$ cat src/otpbp_pkg.sv
package otpbp_pkg;
  // Register map (vendor register indices)
  localparam logic [7:0] ADDR_CLOCK_GATE = 8'h42;
  localparam logic [7:0] ADDR_ACCESS_CFG = 8'h51;
  localparam logic [7:0] ADDR_TARGET_IDX = 8'h52;
  localparam logic [7:0] ADDR_DATA_PORT = 8'h53;
  localparam logic [7:0] ADDR_CMD_CTRL = 8'h54;
  localparam logic [7:0] ADDR_CMD_RESULT = 8'h58;
  // Stored configuration window
  localparam logic [7:0] CFG_FIRST = 8'hdf;
  localparam logic [7:0] CFG_LAST = 8'he8;
  localparam int CFG_COUNT = 10;
  // Field positions
  localparam int CLK_EN_BIT = 0;
  localparam int ACC_EN_BIT = 0;
  localparam int CMD_WR_BIT = 0;
  localparam int CMD_RD_BIT = 1;
  localparam int RES_WR_OK_BIT = 0;
  // Values after reset
  localparam logic [7:0] RESET_BYTE = 8'h00;
  // Programming time
  localparam int PROG_TIME_NS = 10000;
  localparam int CLK_PERIOD_NS = 50;
  localparam int PROG_CYCLES = (PROG_TIME_NS + CLK_PERIOD_NS - 1) / CLK_PERIOD_NS;
  localparam int FETCH_CYCLES = 2;
  typedef enum logic [1:0] {OTPBP_IDLE, OTPBP_PROG, OTPBP_FETCH} otpbp_state_t;
endpackage

$ cat src/otpbp_mem_if.sv
`timescale 1ns/1ps
`default_nettype none
interface otpbp_mem_if;
  logic we;
  logic [3:0] addr;
  logic [7:0] wdata;
  logic [7:0] rdata;
  modport ctrl (output we, output addr, output wdata, input rdata);
  modport mem (input we, input addr, input wdata, output rdata);
endinterface
`default_nettype wire

$ cat src/otpbp_store.sv
`timescale 1ns/1ps
`default_nettype none
module otpbp_store #(
  parameter int DEPTH = 10
) (
  input wire logic mclk,
  input wire logic reset_n,
  otpbp_mem_if.mem port
);
  logic [7:0] cell_q [DEPTH];
  logic [7:0] rdata_q;

  // Unprogrammed cells read as zero
  genvar g;
  generate
    for (g = 0; g < DEPTH; g++) begin : g_cell
      always_ff @(posedge mclk or negedge reset_n) begin
        if (!reset_n) begin
          cell_q[g] <= otpbp_pkg::RESET_BYTE;
        end else if (port.we && port.addr == 4'(g)) begin
          cell_q[g] <= cell_q[g] | port.wdata;
        end
      end
    end
  endgenerate

  always_ff @(posedge mclk or negedge reset_n) begin
    if (!reset_n) begin
      rdata_q <= otpbp_pkg::RESET_BYTE;
    end else if (port.addr < 4'(DEPTH)) begin
      rdata_q <= cell_q[port.addr];
    end else begin
      rdata_q <= otpbp_pkg::RESET_BYTE;
    end
  end

  assign port.rdata = rdata_q;
endmodule // otpbp_store
`default_nettype wire

$ cat src/otpbp_top.sv
//////////////////////////////////////////////////////////////////////////////
//////////////////////////////////////////////////////////////////////////////
`timescale 1ns/1ps
`default_nettype none
module otpbp_top #(
  parameter int PROG_CYCLES = otpbp_pkg::PROG_CYCLES
) (
  input wire logic mclk,
  input wire logic reset_n,
  input wire logic reg_wr,
  input wire logic reg_rd,
  input wire logic [7:0] reg_addr,
  input wire logic [7:0] reg_wdata,
  output logic [7:0] reg_rdata,
  input wire logic use_stored_settings,
  input wire logic [7:0] cfg_index,
  output logic [7:0] cfg_value,
  output logic cfg_override,
  input wire logic prog_fail
);
  otpbp_mem_if mem_bus ();

  otpbp_store #(.DEPTH(otpbp_pkg::CFG_COUNT)) u_store (
    .mclk(mclk),
    .reset_n(reset_n),
    .port(mem_bus)
  );

  logic [7:0] clk_gate_q;
  logic [7:0] access_q;
  logic [7:0] index_q;
  logic [7:0] data_q;
  logic prog_bit_q;
  logic fetch_bit_q;
  logic wr_ok_q;
  logic [15:0] cnt_q;
  logic [7:0] shadow_q [otpbp_pkg::CFG_COUNT];
  otpbp_pkg::otpbp_state_t state_q;
  logic idx_ok;
  logic ready;
  logic busy;
  logic cmd_wr;
  logic [3:0] slot;

  assign idx_ok = index_q >= otpbp_pkg::CFG_FIRST && index_q <= otpbp_pkg::CFG_LAST;
  assign slot = 4'(index_q - otpbp_pkg::CFG_FIRST);
  assign ready = clk_gate_q[otpbp_pkg::CLK_EN_BIT] && access_q[otpbp_pkg::ACC_EN_BIT];
  assign busy = state_q != otpbp_pkg::OTPBP_IDLE;
  assign cmd_wr = reg_wr && reg_addr == otpbp_pkg::ADDR_CMD_CTRL && !busy;

  //////////////////////////////////////////////////////////////////////////////
  // Plain control registers
  always_ff @(posedge mclk or negedge reset_n) begin
    if (!reset_n) begin
      clk_gate_q <= otpbp_pkg::RESET_BYTE;
      access_q <= otpbp_pkg::RESET_BYTE;
      index_q <= otpbp_pkg::RESET_BYTE;
    end else if (reg_wr) begin
      if (reg_addr == otpbp_pkg::ADDR_CLOCK_GATE) begin
        clk_gate_q <= reg_wdata;
      end
      if (reg_addr == otpbp_pkg::ADDR_ACCESS_CFG) begin
        access_q <= reg_wdata;
      end
      if (reg_addr == otpbp_pkg::ADDR_TARGET_IDX && !busy) begin
        index_q <= reg_wdata;
      end
    end
  end

  // Data port: host byte, replaced by fetched byte
  always_ff @(posedge mclk or negedge reset_n) begin
    if (!reset_n) begin
      data_q <= otpbp_pkg::RESET_BYTE;
    end else if (state_q == otpbp_pkg::OTPBP_FETCH && cnt_q == 16'h0000) begin
      data_q <= idx_ok ? mem_bus.rdata : otpbp_pkg::RESET_BYTE;
    end else if (reg_wr && reg_addr == otpbp_pkg::ADDR_DATA_PORT && !busy) begin
      data_q <= reg_wdata;
    end
  end

  //////////////////////////////////////////////////////////////////////////////
  // Command sequencer
  always_ff @(posedge mclk or negedge reset_n) begin
    if (!reset_n) begin
      state_q <= otpbp_pkg::OTPBP_IDLE;
      cnt_q <= 16'h0000;
    end else begin
      case (state_q)
        otpbp_pkg::OTPBP_IDLE: begin
          if (cmd_wr && ready && reg_wdata[otpbp_pkg::CMD_WR_BIT]) begin
            state_q <= otpbp_pkg::OTPBP_PROG;
            cnt_q <= 16'(PROG_CYCLES - 1);
          end else if (cmd_wr && ready && reg_wdata[otpbp_pkg::CMD_RD_BIT]) begin
            state_q <= otpbp_pkg::OTPBP_FETCH;
            cnt_q <= 16'(otpbp_pkg::FETCH_CYCLES - 1);
          end
        end
        otpbp_pkg::OTPBP_PROG, otpbp_pkg::OTPBP_FETCH: begin
          if (cnt_q == 16'h0000) begin
            state_q <= otpbp_pkg::OTPBP_IDLE;
          end else begin
            cnt_q <= cnt_q - 16'h0001;
          end
        end
        default: begin
          state_q <= otpbp_pkg::OTPBP_IDLE;
        end
      endcase
    end
  end

  // Self-clearing command bits track the busy state
  always_ff @(posedge mclk or negedge reset_n) begin
    if (!reset_n) begin
      prog_bit_q <= 1'b0;
      fetch_bit_q <= 1'b0;
    end else begin
      prog_bit_q <= (state_q == otpbp_pkg::OTPBP_PROG && cnt_q != 16'h0000)
        || (cmd_wr && ready && reg_wdata[otpbp_pkg::CMD_WR_BIT]);
      fetch_bit_q <= (state_q == otpbp_pkg::OTPBP_FETCH && cnt_q != 16'h0000)
        || (cmd_wr && ready && !reg_wdata[otpbp_pkg::CMD_WR_BIT]
            && reg_wdata[otpbp_pkg::CMD_RD_BIT]);
    end
  end

  // Success flag updated only at program completion
  always_ff @(posedge mclk or negedge reset_n) begin
    if (!reset_n) begin
      wr_ok_q <= 1'b0;
    end else if (state_q == otpbp_pkg::OTPBP_PROG && cnt_q == 16'h0000) begin
      wr_ok_q <= idx_ok && !prog_fail;
    end
  end

  //////////////////////////////////////////////////////////////////////////////
  // Memory port
  assign mem_bus.we = state_q == otpbp_pkg::OTPBP_PROG && cnt_q == 16'h0000
    && idx_ok && !prog_fail;
  assign mem_bus.addr = busy ? slot : cfg_index[3:0] - otpbp_pkg::CFG_FIRST[3:0];
  assign mem_bus.wdata = data_q;

  // Shadow of stored bytes drives the cfg_value output
  genvar g;
  generate
    for (g = 0; g < otpbp_pkg::CFG_COUNT; g++) begin : g_shadow
      always_ff @(posedge mclk or negedge reset_n) begin
        if (!reset_n) begin
          shadow_q[g] <= otpbp_pkg::RESET_BYTE;
        end else if (mem_bus.we && slot == 4'(g)) begin
          shadow_q[g] <= shadow_q[g] | data_q;
        end
      end
    end
  endgenerate

  always_ff @(posedge mclk or negedge reset_n) begin
    if (!reset_n) begin
      cfg_value <= otpbp_pkg::RESET_BYTE;
      cfg_override <= 1'b0;
    end else begin
      cfg_override <= use_stored_settings;
      if (use_stored_settings && cfg_index >= otpbp_pkg::CFG_FIRST
          && cfg_index <= otpbp_pkg::CFG_LAST) begin
        cfg_value <= shadow_q[4'(cfg_index - otpbp_pkg::CFG_FIRST)];
      end else begin
        cfg_value <= otpbp_pkg::RESET_BYTE;
      end
    end
  end

  //////////////////////////////////////////////////////////////////////////////
  // Register readback
  always_ff @(posedge mclk or negedge reset_n) begin
    if (!reset_n) begin
      reg_rdata <= otpbp_pkg::RESET_BYTE;
    end else if (reg_rd) begin
      case (reg_addr)
        otpbp_pkg::ADDR_CLOCK_GATE: reg_rdata <= clk_gate_q;
        otpbp_pkg::ADDR_ACCESS_CFG: reg_rdata <= access_q;
        otpbp_pkg::ADDR_TARGET_IDX: reg_rdata <= index_q;
        otpbp_pkg::ADDR_DATA_PORT: reg_rdata <= data_q;
        otpbp_pkg::ADDR_CMD_CTRL: reg_rdata <= {6'h00, fetch_bit_q, prog_bit_q};
        otpbp_pkg::ADDR_CMD_RESULT: reg_rdata <= {7'h00, wr_ok_q};
        default: reg_rdata <= otpbp_pkg::RESET_BYTE;
      endcase
    end
  end

  //////////////////////////////////////////////////////////////////////////////
  // Checks
  a_prog_self_clear: assert property (@(posedge mclk) disable iff (!reset_n)
    $rose(prog_bit_q) |-> prog_bit_q [*8]) else $error("Program bit cleared early");
  a_prog_done: assert property (@(posedge mclk) disable iff (!reset_n)
    $fell(prog_bit_q) |-> ##1 state_q == otpbp_pkg::OTPBP_IDLE)
    else $error("Program bit cleared while busy");
  a_fetch_clear: assert property (@(posedge mclk) disable iff (!reset_n)
    $rose(fetch_bit_q) |-> ##[1:4] !fetch_bit_q) else $error("Fetch bit stuck");
  a_ok_stable: assert property (@(posedge mclk) disable iff (!reset_n)
    state_q != otpbp_pkg::OTPBP_PROG |=> $stable(wr_ok_q))
    else $error("Success flag moved without program");
  a_busy_ignore: assert property (@(posedge mclk) disable iff (!reset_n)
    busy && reg_wr && reg_addr == otpbp_pkg::ADDR_TARGET_IDX |=> $stable(index_q))
    else $error("Index changed while busy");
  a_write_window: assert property (@(posedge mclk) disable iff (!reset_n)
    mem_bus.we |-> idx_ok) else $error("Write outside stored window");
  a_zero_default: assert property (@(posedge mclk) disable iff (!reset_n)
    !use_stored_settings |=> cfg_value == 8'h00) else $error("Override without enable");
  a_result_read: assert property (@(posedge mclk) disable iff (!reset_n)
    reg_rd && reg_addr == otpbp_pkg::ADDR_CMD_RESULT |=> reg_rdata[0] == $past(wr_ok_q))
    else $error("Result readback mismatch");
endmodule // otpbp_top
`default_nettype wire

$ cat config.mk
export PLATFORM = sky130hd
export DESIGN_NAME = otpbp_top
export DESIGN_NICKNAME = d
export VERILOG_FILES = /design/src/otpbp_pkg.sv /design/src/otpbp_mem_if.sv /design/src/otpbp_store.sv /design/src/otpbp_top.sv
export SDC_FILE = /design/constraint.sdc
export NUM_CORES = 1
export LEC_CHECK = 0
export ABC_AREA = 1
export BUFFER_PORTS_ARGS = -buffer_cell sky130_fd_sc_hd__buf_2
export CORE_AREA = 2 2 138 140
export CTS_CLUSTER_SIZE = 20
export DETAILED_ROUTE_END_ITERATION = 6
export DIE_AREA = 0 0 140 142
export GPL_ROUTABILITY_DRIVEN = 1
export MAX_ROUTING_LAYER = met4
export PLACE_DENSITY = 0.79
export REMOVE_ABC_BUFFERS = 1
export SLEW_MARGIN = 20
export SYNTH_ARGS = -nofsm -noshare
export SYNTH_HDL_FRONTEND = slang
export SYNTH_HIERARCHICAL = 1
export SYNTH_SLANG_ARGS = --single-unit
$ cat constraint.sdc
create_clock -name mclk -period 6.63 [get_ports mclk]
set_input_delay 0 -clock mclk [delete_from_list [all_inputs] [get_ports mclk]]
set_output_delay 0 -clock mclk [all_outputs]
set_load 0.005 [all_outputs]
==> flow_results.org <==
** Status
- The run finished, with violations left.
- Failing checks :: DRC

** Route
- In this run the remaining antenna-violating nets after routing total 0.
- Across all layers, the routed design uses 10062 vias.
- For this block, the routed nets add up to 29.4 mm of wire.
- The detailed router finished its first iteration with ~900 violations.
- Routed wire per std cell :: 16.7 um
- Via-per-instance ratio :: about 5.7
- The first detailed-routing pass took 7 iterations.
- Number of remaining DRC errors :: 8

** Logic synthesis
- The biggest area contributor in the post-synthesis netlist is dfrtp_1.
- Fraction of synthesized cell area taken by the top area cell type :: 50.6%
- Cells after Synth :: approximately 1500
- Proportion of register bits with asynchronous set or reset after synthesis :: 100%
- Yosys printed 6 warnings.
- After synthesis, the mean cell area works out to 8.02 um^2.
- Summed instance area of the synthesized netlist :: ~0.012 mm^2
- Sequential element share of the synthesized area :: around half
- The synthesized design contains 0 enable-type register cells.
- Count leader, synth :: nand2_1
- Top post-synthesis cells by area :: dfrtp_1, nand2_1, nand3_1, inv_1, o21bai_1
- Primary flip-flop cell chosen by synthesis mapping :: dfrtp_1
- Top cells by instance count after synthesis :: nand2_1, dfrtp_1, nand3_1
- Synthesized flop and latch total :: between 200 and 250
- Count of distinct cell types in the synthesized netlist :: 39

** CTS
- Root Driver :: clkbuf_16
- Number of gates resized after cts :: 0
- Register clock-pin slew on the reported worst setup and hold paths :: 60 ps
- Counting the buffers created by CTS gives 26.
- The clock net in this run drives a total of approximately 240 sinks.
- TritonCTS built the clock tree.
- In this run the deepest clock path goes through 3 buffers.
- The later pin in the worst-skew pair is clocked with a latency of approximately 530 ps.
- H-Tree Depth :: 1

** STA
- Setup violations remaining at the end of the flow were counted as 0.
- The max-slew violation count is 0.
- Worst Tran Pin Value :: around 1000 ps
- Largest clock skew in the final design :: around 8.7 ps
- Minimum period implied by the final worst setup slack :: slightly above 3000 ps
- Worst Setup Slack, final :: about 3600 ps
- Relative max-transition margin :: between 30% and 40%
- Setup repair after global routing left no endpoint under its margin.
- Fraction of the cycle the final worst path needs :: 45.5%
- Number of hold violations in the final report :: 0
- Derived from the worst setup path, the maximum achievable clock frequency is about 330 MHz.
- Summed over all failing endpoints, the final setup total negative slack is 0 ps.

** GRT
- Entering global routing, the biggest net connects around 140 pins.
- Global routing usage on met2 :: about 50%
- The total overflow left after global routing is 0.
- GRT Resource Usage Total :: a little under a third
- Vias in the first global route :: about 9700
- Global routing consumed, on the met1 layer, a little over two fifths of the routing resources.
- Met3 capacity usage during global routing :: approximately 4.2%
- First-pass GRT wire length :: roughly 50 mm
- Gr busiest metal :: met2
- Initial antenna violation count :: 0

** Setup path
- The worst register-to-register path ends at u_store/cell_q[38].
- Crit path to :: u_store/cell_q[56]
- The worst setup path is captured at a register.
- Required arrival time at the worst endpoint :: 7070 ps
- The critical path starts at cfg_index[0].
- Worst reg2reg startpoint :: state_q[0]
- Along the worst path, the maximum fanout reaches 76.
- Cell count of the worst reg-to-reg path :: 9
- Data arrives at the worst endpoint at 3450 ps.
- Critical path start-end classification :: primary input to register
- STA classifies the critical path startpoint as a primary input.
- For flop-to-flop paths, the worst setup slack is approximately 3600 ps.

** Floorplan
- The initial utilization of the core area, before any placement, comes to approximately 64%.
- Number of top-level pins :: between 40 and 50
- Height of the chip :: about 140 um
- Die Wd :: ~140 um
- Number of placement rows :: 50
- Core Region :: 0.0185 mm^2
- The die covers slightly below 0.02 mm^2.

** Pwr
- The worst-case IR drop observed on VDD is around 220 uV.
- Total Power Consumption :: approximately 4.1 mW
- Static power due to leakage :: ~6.8 nW
- Power Density :: approximately 320 mW/mm^2

** Min path
- Worst min path class :: primary input to register

** Placement
- The congestion estimate from routability-driven global placement came to a little under 0.9.
- Post-DP HPWL :: about 19 mm
- Placed insts :: about 1700
- Timing analysis after detailed placement gives a worst setup slack of about 3200 ps.
- Count of buffers inserted at the top-level ports :: 46

** Layout
- Cells with a size suffix above 1 make up 10.1% of the layout.
- For this run, the post-layout net count is about 1600.
- Area added between synthesis and finish :: 11.2%
- The repair_antennas step left the layout with diodes totalling 0.
- Final non-filler cell total :: ~1800

** Run
- The tool flagged a number of max-cap violations equal to 0.
-- metrics by stage --
step / cell area [um^2] / utilization [%] / hold WS (ps)
6_report: 13100 / 70.9 / 12.5
5_1_grt: 13100 / 70.9 / 68.2
4_1_cts: 13100 / 70.9 / 0.863
3_5_place_dp: 12100 / 65.5 / 127
3_3_place_gp: 12100 / 65.5 / 126
2_1_floorplan: 11500 / - / -296
-- layout by cell type, fill, tap and decap left out, drive strengths merged, types with 2 or more instances in the layout --
| master | instances |
|---|---|
| nand2 | 425 |
| dfrtp | 238 |
| nand3 | 174 |
| inv | 161 |
| nor2 | 133 |
| o21ai | 114 |
| o21bai | 73 |
| a21oi | 55 |
| buf | 55 |
| clkbuf | 34 |
| clkinv | 17 |
| dlygate4sd3 | 15 |
| ha | 11 |
| xor2 | 5 |
| nand4 | 4 |
| and3 | 3 |
| nor3 | 3 |
| bufinv | 2 |
| clkinvlp | 2 |
-- power by group --
| part | internal (mW) | switching, mW |
|---|---|---|
| logic | 0.244 | 0.725 |
| clock network | 0.856 | 0.587 |
| registers | 1.53 | 0.202 |
| total | 2.63 | 1.51 |
-- worst min path at each step --
stage,startpoint,to,slack (ps),depth (start not counted)
6_report,reg_wr,clk_gate_q[6],10,4
5_1_grt,reg_wr,clk_gate_q[2],70,4
4_1_cts,reg_wr,clk_gate_q[6],0.9,4
3_5_place_dp,use_stored_settings,cfg_override,130,1
3_3_place_gp,use_stored_settings,cfg_override,130,1
2_1_floorplan,reset_n,access_q[0],-300,0
-- per-layer routing --
metal	routed length, um	up-vias
li1	-	4773
met1	12500	4772
met2	13900	437
met3	2130	80
met4	928	0
met5	0	-
-- what timing repair did --
item / in CTS / in global routing
setup endpoints to repair: 0 / 0
buffers inserted: 0 / 0
hold endpoints to repair: 177 / 0
hold buffers: 15 / 0
-- worst max-delay path: stages --
cell	delay [ps]
buf_2	70
buf_4	540
clkinv_1	410
ha_1	630
inv_1	390
o21ai_1	270
buf_4	280
inv_2	220
nor2_2	180
nand3_2	180
o21bai_1	240
-- cells by family after synthesis --
kind of cell,share of synthesized area [%]
DFF,50.6
muxes,0.0956
buffers and inverters,8.00
xor gates and xnor gates,0.510
AOI/OAI and AO/OA,12.1
and+or+nand+nor,27.5
adders and majority gates,1.17
-- registers in the layout, summed over array words and instances, names as in the netlist --
register	cells
u_store/port.rdata	8
shadow_q	80
clk_gate_q	8
u_store/cell_q	80
prog_bit_q	1
reg_rdata	8
cfg_value	8
access_q	8
index_q	8
cnt_q	16
state_q	2
wr_ok_q	1
fetch_bit_q	1
data_q	8
cfg_override	1
-- cell type report --
class	instances	area [um^2]
Sequential cell	238	5960
Fill cell	1390	5360
Multi-Input combinational cell	1007	4890
Clock buffer	34	732
Inverter	169	634
Timing Repair Buffer	70	458
Tap cell	234	293
Clock inverter	13	128
(Power assumes the default switching activity.)
